**src/diag_consts.svh**
```systemverilog
`ifndef DIAG_CONSTS_SVH
`define DIAG_CONSTS_SVH
`define CTRL_RESET       8'h00
`define SEL_RESET        8'h00
`define RDATA_IDLE       8'h00
`define BIT_OUT_EN       7
`define BIT_SDO_LEVEL    6
`define BIT_STATIC_LEVEL 5
`define FLD_IC_HI        4
`define FLD_IC_LO        2
`define FLD_MODE_HI      1
`define FLD_MODE_LO      0
`define IC_NONE          3'h0
`define IC_ERR           3'h1
`define IC_CS            3'h2
`define IC_SDI           3'h3
`define IC_SCLK          3'h4
`define MODE_STATIC      2'h0
`define MODE_DIGITAL     2'h1
`define MODE_ANALOG      2'h2
`define MODE_INTERCON    2'h3
`endif

```
**src/diag_pkg.sv**
```systemverilog
package diag_pkg;
  typedef enum logic [1:0] {cmd_none, cmd_read_ctrl, cmd_write_ctrl, cmd_read_sel} cmd_base_e;
  typedef struct packed {
    logic       read_ctrl;
    logic       write_ctrl;
    logic       read_channel_command;
    logic       write_channel_command;
    logic [7:0] wdata;
  } reg_cmd_s;
  typedef struct packed {
    logic err;
    logic cs;
    logic sdi;
    logic sclk;
  } pin_in_s;
endpackage

```
**src/diag_mux_interconnect_ctrl.sv**
```systemverilog
`timescale 1ns/1ps
`include "diag_consts.svh"
`default_nettype none
module diag_mux_interconnect_ctrl
(
  // clock and reset
  input  wire logic              mclk,
  input  wire logic              rstn,
  input  wire logic              self_test_reinit,
  // register commands
  input  wire diag_pkg::reg_cmd_s cmd,
  output logic [7:0]             rdata,
  output logic                   rvalid,
  // observed pins
  input  wire diag_pkg::pin_in_s pins,
  // internal signal sources
  input  wire logic [255:0]      digital_sources,
  output logic [7:0]             analog_channel,
  output logic                   analog_enable,
  // diagnostic mux pin
  output logic                   mux_pin_out,
  output logic                   mux_pin_oe,
  // serial data out test override
  output logic                   sdo_test_active,
  output logic                   sdo_test_level
);
  import diag_pkg::*;

  logic [7:0] diag_config_control_q;
  logic [7:0] diag_channel_register_q;
  logic [7:0] rdata_q;
  logic       rvalid_q;
  logic       mux_static_level_q;
  logic       mux_oe_q;
  logic       sdo_act_q;
  logic       sdo_lvl_q;
  logic [7:0] ana_ch_q;
  logic       ana_en_q;
  logic       mux_d;
  pin_in_s    pins_s;

  logic       mux_output_enable;
  logic       serial_out_test_level;
  logic       mux_static_level;
  logic [2:0] interconnect_input_select;
  logic [1:0] mux_mode_select;
  logic [7:0] mux_channel_select;

  // pins come from outside, two flops first
  diag_sync diag_sync_inst
  (
    .mclk     (mclk),
    .rstn     (rstn),
    .pins_in  (pins),
    .pins_out (pins_s)
  );

  assign mux_output_enable         = diag_config_control_q[`BIT_OUT_EN];
  assign serial_out_test_level     = diag_config_control_q[`BIT_SDO_LEVEL];
  assign mux_static_level          = diag_config_control_q[`BIT_STATIC_LEVEL];
  assign interconnect_input_select = diag_config_control_q[`FLD_IC_HI:`FLD_IC_LO];
  assign mux_mode_select           = diag_config_control_q[`FLD_MODE_HI:`FLD_MODE_LO];
  assign mux_channel_select        = diag_channel_register_q;

  // mode compare shared by pin, analog and data out paths
  function automatic logic mode_is(input logic [1:0] mode, input logic [1:0] code);
  begin
    mode_is = (mode == code);
  end
  endfunction

  // interconnect test: one input pin at a time, unused codes read low
  function automatic logic pick_pin(input pin_in_s p, input logic [2:0] sel);
  begin
    case (sel)
      `IC_ERR:  pick_pin = p.err;
      `IC_CS:   pick_pin = p.cs;
      `IC_SDI:  pick_pin = p.sdi;
      `IC_SCLK: pick_pin = p.sclk;
      default:  pick_pin = 1'b0;
    endcase
  end
  endfunction

  // channel data wins when both reads land in one cycle
  function automatic logic [7:0] read_value(input reg_cmd_s c, input logic [7:0] ctrl, input logic [7:0] chan);
  begin
    if (c.read_channel_command)
      read_value = chan;
    else if (c.read_ctrl)
      read_value = ctrl;
    else
      read_value = `RDATA_IDLE;
  end
  endfunction

  always_ff @(posedge mclk or negedge rstn)
  begin
    if (!rstn)
      diag_config_control_q <= `CTRL_RESET;
    // reinit beats a write on the same edge
    else if (self_test_reinit)
      diag_config_control_q <= `CTRL_RESET;
    else if (cmd.write_ctrl)
      diag_config_control_q <= cmd.wdata;
  end

  always_ff @(posedge mclk or negedge rstn)
  begin
    if (!rstn)
      diag_channel_register_q <= `SEL_RESET;
    // reinit first, a write in that cycle is lost
    else if (self_test_reinit)
      diag_channel_register_q <= `SEL_RESET;
    else if (cmd.write_channel_command)
      diag_channel_register_q <= cmd.wdata;
  end

  always_ff @(posedge mclk or negedge rstn)
  begin
    if (!rstn)
      rvalid_q <= 1'b0;
    else
      rvalid_q <= cmd.read_ctrl | cmd.read_channel_command;
  end

  // data stays zero between answers
  always_ff @(posedge mclk or negedge rstn)
  begin
    if (!rstn)
      rdata_q <= `RDATA_IDLE;
    else
      rdata_q <= read_value(cmd, diag_config_control_q, mux_channel_select);
  end

  always_comb
  begin
    mux_d = 1'b0;
    case (mux_mode_select)
      `MODE_STATIC:   mux_d = mux_static_level;
      // 256 sources, so every selector code lands on one
      // selector indexes digital set
      `MODE_DIGITAL:  mux_d = digital_sources[mux_channel_select];
      // analog level never enters this digital path
      `MODE_ANALOG:   mux_d = 1'b0;
      `MODE_INTERCON: mux_d = pick_pin(pins_s, interconnect_input_select);
      default:        mux_d = 1'b0;
    endcase
  end

  always_ff @(posedge mclk or negedge rstn)
  begin
    if (!rstn)
      mux_static_level_q <= 1'b0;
    else
      mux_static_level_q <= mux_output_enable & mux_d;
  end

  always_ff @(posedge mclk or negedge rstn)
  begin
    if (!rstn)
      mux_oe_q <= 1'b0;
    else
      mux_oe_q <= mux_output_enable & !mode_is(mux_mode_select, `MODE_ANALOG);
  end

  // analog path takes selector as channel
  always_ff @(posedge mclk or negedge rstn)
  begin
    if (!rstn)
      ana_ch_q <= `SEL_RESET;
    else
      ana_ch_q <= mux_channel_select;
  end

  // analog level leaves by its own path, so the pin stays released
  always_ff @(posedge mclk or negedge rstn)
  begin
    if (!rstn)
      ana_en_q <= 1'b0;
    else
      ana_en_q <= mux_output_enable & mode_is(mux_mode_select, `MODE_ANALOG);
  end

  // synchronised cs plus this flop, so active follows the pin three cycles late
  // data out test, chip-select high
  always_ff @(posedge mclk or negedge rstn)
  begin
    if (!rstn)
      sdo_act_q <= 1'b0;
    else
      sdo_act_q <= mode_is(mux_mode_select, `MODE_DIGITAL) & pins_s.cs;
  end

  // level passes in any mode, only active gates the buffer
  always_ff @(posedge mclk or negedge rstn)
  begin
    if (!rstn)
      sdo_lvl_q <= 1'b0;
    else
      sdo_lvl_q <= serial_out_test_level;
  end

  // outputs straight from their flops
  assign rdata           = rdata_q;
  assign rvalid          = rvalid_q;
  assign mux_pin_out     = mux_static_level_q;
  assign mux_pin_oe      = mux_oe_q;
  assign analog_channel  = ana_ch_q;
  assign analog_enable   = ana_en_q;
  assign sdo_test_active = sdo_act_q;
  assign sdo_test_level  = sdo_lvl_q;
endmodule
`default_nettype wire

```
**src/diag_sync.sv**
```systemverilog
`timescale 1ns/1ps
`default_nettype none
module diag_sync
(
  // clock and reset
  input  wire logic       mclk,
  input  wire logic       rstn,
  // raw and synchronised pins
  input  wire diag_pkg::pin_in_s pins_in,
  output diag_pkg::pin_in_s      pins_out
);
  import diag_pkg::*;

  pin_in_s meta_q;
  pin_in_s sync_q;

  always_ff @(posedge mclk or negedge rstn)
  begin
    if (!rstn)
    begin
      meta_q <= '0;
      sync_q <= '0;
    end
    else
    begin
      meta_q <= pins_in;
      sync_q <= meta_q;
    end
  end

  assign pins_out = sync_q;
endmodule
`default_nettype wire

```
**config.mk**
```make
export PLATFORM = sky130hd
export DESIGN_NAME = diag_mux_interconnect_ctrl
export DESIGN_NICKNAME = d
export VERILOG_FILES = /design/src/diag_pkg.sv /design/src/diag_mux_interconnect_ctrl.sv /design/src/diag_sync.sv
export VERILOG_INCLUDE_DIRS = /design/src /design/src/src
export SDC_FILE = /design/constraint.sdc
export NUM_CORES = 1
export LEC_CHECK = 0
export ABC_AREA = 1
export ABC_CLOCK_PERIOD_IN_PS = 2400
export BUFFER_PORTS_ARGS = -buffer_cell sky130_fd_sc_hd__buf_2
export CAP_MARGIN = 15
export CORE_AREA = 2 2 116 118
export CTS_BUF_LIST = sky130_fd_sc_hd__clkbuf_4
export CTS_CLUSTER_SIZE = 10
export DETAILED_ROUTE_END_ITERATION = 8
export DIE_AREA = 0 0 118 120
export PLACE_DENSITY = 0.64
export SYNTH_ARGS = -nofsm -noshare
export SYNTH_HDL_FRONTEND = slang
export SYNTH_SLANG_ARGS = --single-unit
```
**constraint.sdc**
```tcl
create_clock -name mclk -period 2.4 [get_ports mclk]
set_clock_uncertainty 0.15 [all_clocks]
set_input_delay 0.48 -clock mclk [delete_from_list [all_inputs] [get_ports mclk]]
set_output_delay 0.48 -clock mclk [all_outputs]
set_load 0.02 [all_outputs]
```
==> results.md, run 1 <==
* Gate Count Post-Synth at 700
* Nets at 1248
* Mux share of post-synthesis cell area at 0%
* Warnings from Yosys at 0
* Via count at 5774
* Top cell type's share of synthesized area at 31.2%
* Die Ht at 120 µm
* First-pass detailed-route iteration total at 5
* DRC Markers at 0
* CP Launch Point: diag_channel_register_q[0]$_DFFE_PN0P_
* DIE WIDTH at 118 µm
* Top cells by area, synth: nand3_1, dfrtp_1, nand2_1
* Complex-gate fraction of the synthesized area at 3.87%
* Mapped cell area at 4070 µm²
* Max cap viols at 0
* Hold Fails Final Rpt at 0
* Peak supply drop at 0.275 mV
* Final std cells w/o fill at 1149
* Mean Syn Cell Area at 5.82 µm²
* DP Worst Slack at 167 ps
* Routed len/inst at 16.0 µm
* First-pass GRT wire length at 28.0 mm
* Post-CTS Setup Bufs at 0
* Area grow syn2layout at 44.2%
* Clock sink count at 46
* Maximum clock frequency at 461 MHz
* Worst EP arrival at 2290 ps
* Hold slack at 84.1 ps
* Critical path startpoint category: register
* Vias in the first global route at 5568
* Power density cells at 371 nW/µm²
* Slew @ Worst Pin at 540 ps
* Initial core utilization at 31.4%
* Most used cell, CP: nand3_1
* GRT Overall Usage at 24.8%
* Max Slew Vio Count at 0
* Worst reg2reg setup slack at 230 ps
* R2r startpoint: diag_channel_register_q[0]$_DFFE_PN0P_
* Worst slew margin at 63.9%
* Core area at 13000 µm²
* Setup TNS at 0 ps
* Clock latency on the worst-skew pair at 350 ps
* Final min period at 2170 ps
* Share of cells above drive strength 1 at 33.9%
* Fraction of registers with async set/reset at 100%
* Largest family of logic cells by synthesized area: simple AND/OR/NAND/NOR gates
* Final worst setup slack at 230 ps
* Max incr delay on CP at 580 ps
* Fin crit share at 90.4%
* Clock transition at path regs at 120 ps
* Final wirelength at 18.4 mm
* Inserted Clock Buffers at 5
* Boundary pin count at 297
* Initial antenna violation count at 0
* Initial DRC count at 369
* Placer congestion estimate at 0.909
* Synth Flop Type: dfrtp_1
* Xor/xnor share of the synthesized area at 0%
* Count leader, synth: nand2_1
* Post-Synth Adder-Cell Area at 0%
* Worst setup path class: register to register
* Simple-gate area share of the yosys netlist at 58.9%
* Syn nets at 975
* Hold WC Path Type: primary input to register
* DIE AREA at 14200 µm²
* Status: completed
* Post-route ant nets at 0
* Library cells used by synthesis at 19
* Synth area leader: nand3_1
* FF-to-FF path depth at 14
* Post-detail-place hpwl at 14.1 mm
* Post-synth EDFFs at 0
* Data required, critical path at 2520 ps
* Placed insts at 1139
* Vias per cell at 5.03
* Dpl cell area at 5710 µm²
* Total grt overflow at 0
* Root Buffer: clkbuf_4
* Ant. Diodes at 0
* Worst r2r dst: mux_pin_out$_DFF_PN0_
* Finished layout cell area at 5870 µm²
* Sequential fraction of the synthesis area at 28.3%
* Htree depth at 2
* TritonCTS clock tree: built
* Top post-synthesis cells by count: nand2_1, nand3_1, dfrtp_1
* I/O Buffers at 296
* RSZ-0062 raised after global routing: no
* Power, Total at 2.18 mW
* Crit-path cells: clkinv_8, buf_12, nand2_1, nand3_1, nand3_1, nand3_1, nand3_1, nand3_1, nand2_1, nand2_1, nand3_1, nand3_1, nand2_1, a21oi_1
* Finished Core Util at 45.2%
* CP Max Fanout at 25
* Critical Path Sink: mux_pin_out$_DFF_PN0_
* FP Rows at 42
* Worst Setup End Kind: register
* Final setup violation count at 0
* Slowest CP cell: dfrtp_4
* Pin count of the biggest net entering global routing at 116
* P_leak at 3.21 nW
* Register bit total from synthesis at 46
* Buffer depth of the longest clock path at 2
[worst max-delay path, delay by kind of cell, from the launching register on]
family | cells | cell delay, ps
AND/OR/NAND/NOR | 11 | 930
flip-flops | 1 | 580
buffers and inverters | 2 | 320
AO/OA/AOI/OAI | 1 | 120
[how the worst min path moves through the flow]
stage | start | endpoint | slack [ps] | cells past startpoint
floorplan | rstn | analog_channel[0]$_DFF_PN0_ | 30 | 0
global placement | diag_sync_inst.meta_q[3]$_DFF_PN0_ | diag_sync_inst.pins_out[3]$_DFF_PN0_ | 180 | 0
detailed placement | diag_sync_inst.meta_q[3]$_DFF_PN0_ | diag_sync_inst.pins_out[3]$_DFF_PN0_ | 190 | 0
CTS | pins[2] | diag_sync_inst.meta_q[2]$_DFF_PN0_ | 70 | 1
global route | pins[2] | diag_sync_inst.meta_q[2]$_DFF_PN0_ | 50 | 1
finish | pins[0] | diag_sync_inst.meta_q[0]$_DFF_PN0_ | 80 | 1
[sequential cells by signal, summed over array words and instances (netlist names)]
register / cells
analog_channel: 8
analog_enable: 1
mux_pin_oe: 1
sdo_test_active: 1
mux_pin_out: 1
diag_config_control_q: 8
rdata: 8
sdo_test_level: 1
diag_sync_inst.meta_q: 4
diag_channel_register_q: 8
rvalid: 1
diag_sync_inst.pins_out: 4
[what timing repair did]
action,4_1_cts,5_1_grt
setup endpoints to repair,0,1
hold buffers,1,0
endpoints found under the hold margin,19,0
resized for setup,0,7
[routing by layer]
layer,vias to the layer above,global-route usage (%),wire [µm]
li1,2880,-,-
met1,2570,31.8,7780
met2,300,43.3,8850
met3,24,4.33,1480
met4,0,5.72,337
met5,-,0,0
[logic make-up after synthesis]
family / Yosys count
AO/OA/AOI/OAI: 29
buffers and inverters: 73
flip-flops: 46
AND/OR/NAND/NOR: 552
[cells in the final DEF (no fill, tap or decap)]
cell / n
a31oi_1: 1
bufinv_16: 1
dlygate4sd3_1: 1
a21oi_1: 2
buf_6: 2
buf_2: 296
dfrtp_1: 44
nor2_1: 3
nand2_1: 291
o32ai_1: 1
inv_1: 15
clkbuf_4: 5
inv_2: 1
nand4_1: 1
clkinv_1: 3
clkinv_8: 1
or2_2: 1
o21ai_0: 19
clkbuf_16: 2
dfrtp_2: 1
nand3_1: 254
buf_4: 14
buf_16: 2
nor3_1: 2
o22ai_1: 6
buf_12: 3
dfrtp_4: 1
[area by class of cell]
cell class,instances,area [µm²]
repair buffers,320,1780
well taps,176,220
multi-input cells,581,2550
flip-flops and latches,46,1160
inverters,19,83.8
clock buffers,5,37.5
fillers,1418,7110
clock inverters,2,33.8
[report_power, final]
| group | switching, mW | internal (mW) |
|---|---|---|
| combinational | 0.507 | 0.387 |
| sequential | 0.0264 | 0.816 |
| clock | 0.232 | 0.211 |
No activity file was read; power rests on OpenSTA's default activity.
==> run 2: changes to the inputs <==
Settings changed: CORE_AREA 2 2 116 118 to 3 3 114 116, DIE_AREA 0 0 118 120 to 0 0 117 119, PLACE_DENSITY 0.64 to 0.67, SETUP_SLACK_MARGIN set to 0.3.
==> run 2 against run 1 <==
Sequential share of layout area fell by 0.47 points. Largest cell class unchanged. Critical path type unchanged. Core utilization grew 4.8 points. Critical path depth is the same.
==> results.md, run 2 (synthesis results as in run 1) <==
* GRT Overall Usage at 25.5%
* Peak supply drop at 0.206 mV
* Max Slew Vio Count at 0
* Buffer depth of the longest clock path at 2
* Fin crit share at 87.6%
* Final min period at 2100 ps
* CP Max Fanout at 21
* Maximum clock frequency at 476 MHz
* Grt met3 use at 4.22%
* Vias per cell at 5.26
* Ant. Diodes at 0
* Data required, critical path at 2490 ps
* Met2 usage at 43.6%
* Slew @ Worst Pin at 567 ps
* FF+latch area at 1160 µm²
* Setup TNS at 0 ps
* Hold WC Path Type: primary input to register
* Clock transition at path regs at 130 ps
* Worst path bufs/invs at 2
* Fill cell count at 1297
* Most used cell, CP: nand3_1
* Worst setup path class: register to register
* Sw Pwr at 0.788 mW
* Area grow syn2layout at 47.7%
* Comb pwr share at 42.0%
* Clock power frac at 20.2%
* Nets at 1251
* Final setup violation count at 0
* Share of cells above drive strength 1 at 35.2%
* DP Worst Slack at 214 ps
* Sequential Power Share at 37.8%
* Max incr delay on CP at 580 ps
* Via count at 5910
* I/O Buffers at 296
* TritonCTS clock tree: built
* First-pass GRT wire length at 28.0 mm
* CP Launch Point: diag_channel_register_q[0]$_DFFE_PN0P_
* DRC Markers at 0
* FP Rows at 40
* Pin count of the biggest net entering global routing at 47
* Worst slew margin at 62.1%
* Routed len/inst at 17.2 µm
* CP delay by family, top: simple AND/OR/NAND/NOR gates
* Busiest grt layer: met2
* Root Buffer: clkbuf_4
* Placer congestion estimate at 0.872
* RSZ-0062 raised after global routing: yes
* DIE AREA at 13900 µm²
* R2r startpoint: diag_channel_register_q[0]$_DFFE_PN0P_
* Worst EP arrival at 2200 ps
* Met1 Use GR at 33.3%
* Post-detail-place hpwl at 14.5 mm
* DIE WIDTH at 117 µm
* Crit-path cells: buf_12, clkbuf_16, nand2_1, nand3_1, nand3_1, nand3_1, nand3_1, nand3_1, nand2_1, nand2_1, nand3_1, nand3_1, nand2_1, a21oi_1
* Status: completed
* Internal power consumption at 1.44 mW
* Core area at 12000 µm²
* Critical path startpoint category: register
* Slowest CP cell: dfrtp_4
* Final worst setup slack at 297 ps
* Worst Setup End Kind: register
* Hold Startpoint: pins[1]
* Clock sink count at 46
* Post-route ant nets at 0
* Initial antenna violation count at 1
* Commonest non-fill, non-tap cells in the layout: buf_2, nand2_1, nand3_1
* Initial core utilization at 33.9%
* Footprint of the multi-input gates at 2610 µm²
* Htree depth at 2
* Total grt overflow at 0
* Power density cells at 370 nW/µm²
* First-pass detailed-route iteration total at 6
* Clock latency on the worst-skew pair at 350 ps
* Inserted Clock Buffers at 5
* Boundary pin count at 297
* Vias in the first global route at 5638
* Final wirelength at 19.3 mm
* Commonest non-fill, non-tap cell in the layout: buf_2
* Hold Fails Final Rpt at 0
* Power, Total at 2.23 mW
* Switching part of the total power at 35.4%
* Initial DRC count at 502
* Die Ht at 119 µm
* P_leak at 3.27 nW
* Hold slack at 79.2 ps
* Max cap viols at 0
-- run 2: cell type report --
cell class / instances / share of cell area, %
clock buffer: 5 / 0.624
tap: 147 / 3.06
multi-input combinational: 581 / 43.4
clock inverter: 2 / 0.562
sequential: 46 / 19.2
timing repair buffer: 323 / 31.7
inverter: 19 / 1.39
-- run 2: power by group through the flow --
| stage | Sequential [mW] | Clock, mW | Combinational [mW] |
|---|---|---|---|
| 6_report | 0.843 | 0.450 | 0.935 |
| 3_3_place_gp | 0.855 | 0 | 0.878 |
| 2_1_floorplan | 0.872 | 0 | 0.446 |
| 5_1_grt | 0.848 | 0.488 | 1.04 |
| 4_1_cts | 0.842 | 0.457 | 0.913 |
| 3_5_place_dp | 0.855 | 0 | 0.878 |
-- run 2: final timing paths --
path	to	slack [ps]	depth (start not counted)
setup / recovery	mux_pin_out$_DFF_PN0_	300	14
hold / removal	diag_sync_inst.meta_q[1]$_DFF_PN0_	80	1
setup reg to reg	mux_pin_out$_DFF_PN0_	300	14
hold reg to reg	diag_sync_inst.pins_out[1]$_DFF_PN0_	210	0
max in group asynchronous	diag_channel_register_q[0]$_DFFE_PN0P_	1380	3
min in group asynchronous	rvalid$_DFF_PN0_	500	3
-- run 2: layer usage --
layer / vias to the layer above / wire, µm
li1: 2885 / -
met1: 2648 / 7840
met2: 343 / 9270
met3: 32 / 1810
met4: 2 / 368
met5: - / 13
-- run 2: what timing repair did --
action,4_1_cts,5_1_grt
pin swaps,0,3
cloned,2,2
setup endpoints to repair,1,1
buffers inserted,2,0
hold endpoints to repair,46,0
gates resized for setup,14,8
hold buffers,1,0
-- run 2: metrics by stage --
step                util [%]  cells  cell area [µm²]
finish                  50.1   1123             6010
global route            50.1   1123             6010
CTS                     49.3   1121             5920
detailed placement      47.5   1109             5700
global placement        47.5   1109             5700
floorplan                  -    700             4070
==> run 3: changes to the inputs <==
Settings changed: GPL_TIMING_DRIVEN set to 0, REMOVE_ABC_BUFFERS set to 1.
==> run 3 against run 2 <==
Cell count up 1.4%. Critical endpoint unchanged. Sequential cell count unchanged. Combinational power up 10%. Worst setup slack worse by 89 ps. Power up 1.4%. Largest cell class unchanged.
==> results.md, run 3 (synthesis results as in run 1) <==
* Worst Setup End Kind: register
* Vias per cell at 5.26
* Initial core utilization at 33.9%
* Placer congestion estimate at 0.829
* RSZ-0062 raised after global routing: yes
* Final wirelength at 20.9 mm
* Slew @ Worst Pin at 1020 ps
* Footprint of the multi-input gates at 2630 µm²
* First-pass GRT wire length at 29.6 mm
* Buffer depth of the longest clock path at 2
* I/O Buffers at 296
* Routed len/inst at 18.4 µm
* Via count at 5994
* Worst EP arrival at 2340 ps
* First-pass detailed-route iteration total at 5
* P_leak at 3.48 nW
* CP Launch Point: diag_channel_register_q[0]$_DFFE_PN0P_
* Max Slew Vio Count at 0
* Nets at 1265
* Clock transition at path regs at 130 ps
* Commonest non-fill, non-tap cell in the layout: buf_2
* Critical path startpoint category: register
* Post-detail-place hpwl at 13.3 mm
* Clock sink count at 46
* Worst setup path class: register to register
* Data required, critical path at 2540 ps
* Final std cells w/o fill at 1139
* DIE WIDTH at 117 µm
* Crit-path cells: inv_16, clkbuf_16, nand2_1, nand3_1, nand3_1, nand3_1, nand3_1, nand3_1, nand2_1, nand2_1, nand3_1, nand3_2, nand2_1, a21oi_1
* Clock latency on the worst-skew pair at 360 ps
* DP Worst Slack at -692 ps
* TritonCTS clock tree: built
* Die Ht at 119 µm
* Pin count of the biggest net entering global routing at 50
* Maximum clock frequency at 456 MHz
* Worst slew margin at 31.9%
* Max incr delay on CP at 610 ps
* Final min period at 2190 ps
* Commonest non-fill, non-tap cells in the layout: buf_2, nand2_1, nand3_1
* Cts-stage hold buffer count at 0
* Final worst setup slack at 208 ps
* Vias in the first global route at 5612
* Worst reg2reg setup slack at 210 ps
* Root Buffer: clkbuf_4
* Core area at 12000 µm²
* Fin crit share at 91.3%
* Initial antenna violation count at 1
* Inserted Clock Buffers at 5
* DIE AREA at 13900 µm²
* Power density cells at 353 nW/µm²
* Boundary pin count at 297
* Placed insts at 1095
* Peak supply drop at 0.240 mV
* Total grt overflow at 0
* FP Rows at 40
* Hold Fails Final Rpt at 0
* Area grow syn2layout at 57.4%
* GRT Overall Usage at 27.2%
* Share of cells above drive strength 1 at 37.2%
* Slowest CP cell: dfrtp_4
* Htree depth at 2
* Initial DRC count at 491
* Hold WC Path Type: primary input to register
* Hold Startpoint: pins[2]
* Final setup violation count at 0
* Most used cell, CP: nand3_1
* Post-route ant nets at 0
* CP Max Fanout at 12
* R2r startpoint: diag_channel_register_q[0]$_DFFE_PN0P_
* DRC Markers at 0
* FF+latch area at 1170 µm²
* Fill cell count at 1283
* Status: completed
* Max cap viols at 0
## run 3: worst paths after layout
path                       cells past startpoint                                     end
max                                           14                   mux_pin_out$_DFF_PN0_
min                                            1      diag_sync_inst.meta_q[2]$_DFF_PN0_
max reg2reg                                   14                   mux_pin_out$_DFF_PN0_
min reg2reg                                    0    diag_sync_inst.pins_out[3]$_DFF_PN0_
max in group asynchronous                      1  diag_channel_register_q[2]$_DFFE_PN0P_
min in group asynchronous                      1                 analog_enable$_DFF_PN0_
## run 3: timing repair
action	4_1_cts	5_1_grt
pin swaps	5	0
cloned	10	5
buffers inserted	20	0
resized for setup	40	11
endpoints found under the setup margin	2	1
## run 3: layout make-up
type                            instances  area share (%)
Antenna cell                            1          0.0391
Clock buffer                            6           0.703
Clock inverter                          2           0.137
Inverter                               19            1.78
Multi-Input combinational cell        581            41.0
Sequential cell                        46            18.2
Tap cell                              147            2.87
Timing Repair Buffer                  335            35.0
Timing Repair inverter                  2           0.273
## run 3: critical path, delay by kind of cell (launching register included)
family,cells,cell delay [ps]
flops,1,610
simple gates,11,870
buf+inv,2,330
compound gates,1,130
## run 3: metrics by stage
stage	util [%]	area (µm²)	total power, mW	hold WS (ps)	TNS, ps
after CTS	51.9	6230	2.20	58.5	0
after floorplan	-	3780	1.29	34.4	-5340
after detailed placement	46.6	5600	1.70	191	-775
after global routing	53.3	6410	2.40	32.2	0
final	53.3	6410	2.26	59.3	0
after global placement	45.3	5440	1.69	183	-15140
## run 3: power by group
group	leakage [nW]	total, mW	internal, mW	switching, mW
Combinational	2.85	1.03	0.484	0.547
Sequential	0.592	0.859	0.817	0.0413
Clock	0.0331	0.370	0.122	0.249
Total	3.48	2.26	1.42	0.837
## run 3: routing by layer
metal / track usage (%) / up-vias / share of wire, %
met3: 3.40 / 43 / 9.2
met4: 6.31 / 0 / 2.5
met5: 0 / - / 0
met1: 35.5 / 2692 / 40
met2: 47.4 / 339 / 48
li1: - / 2920 / -
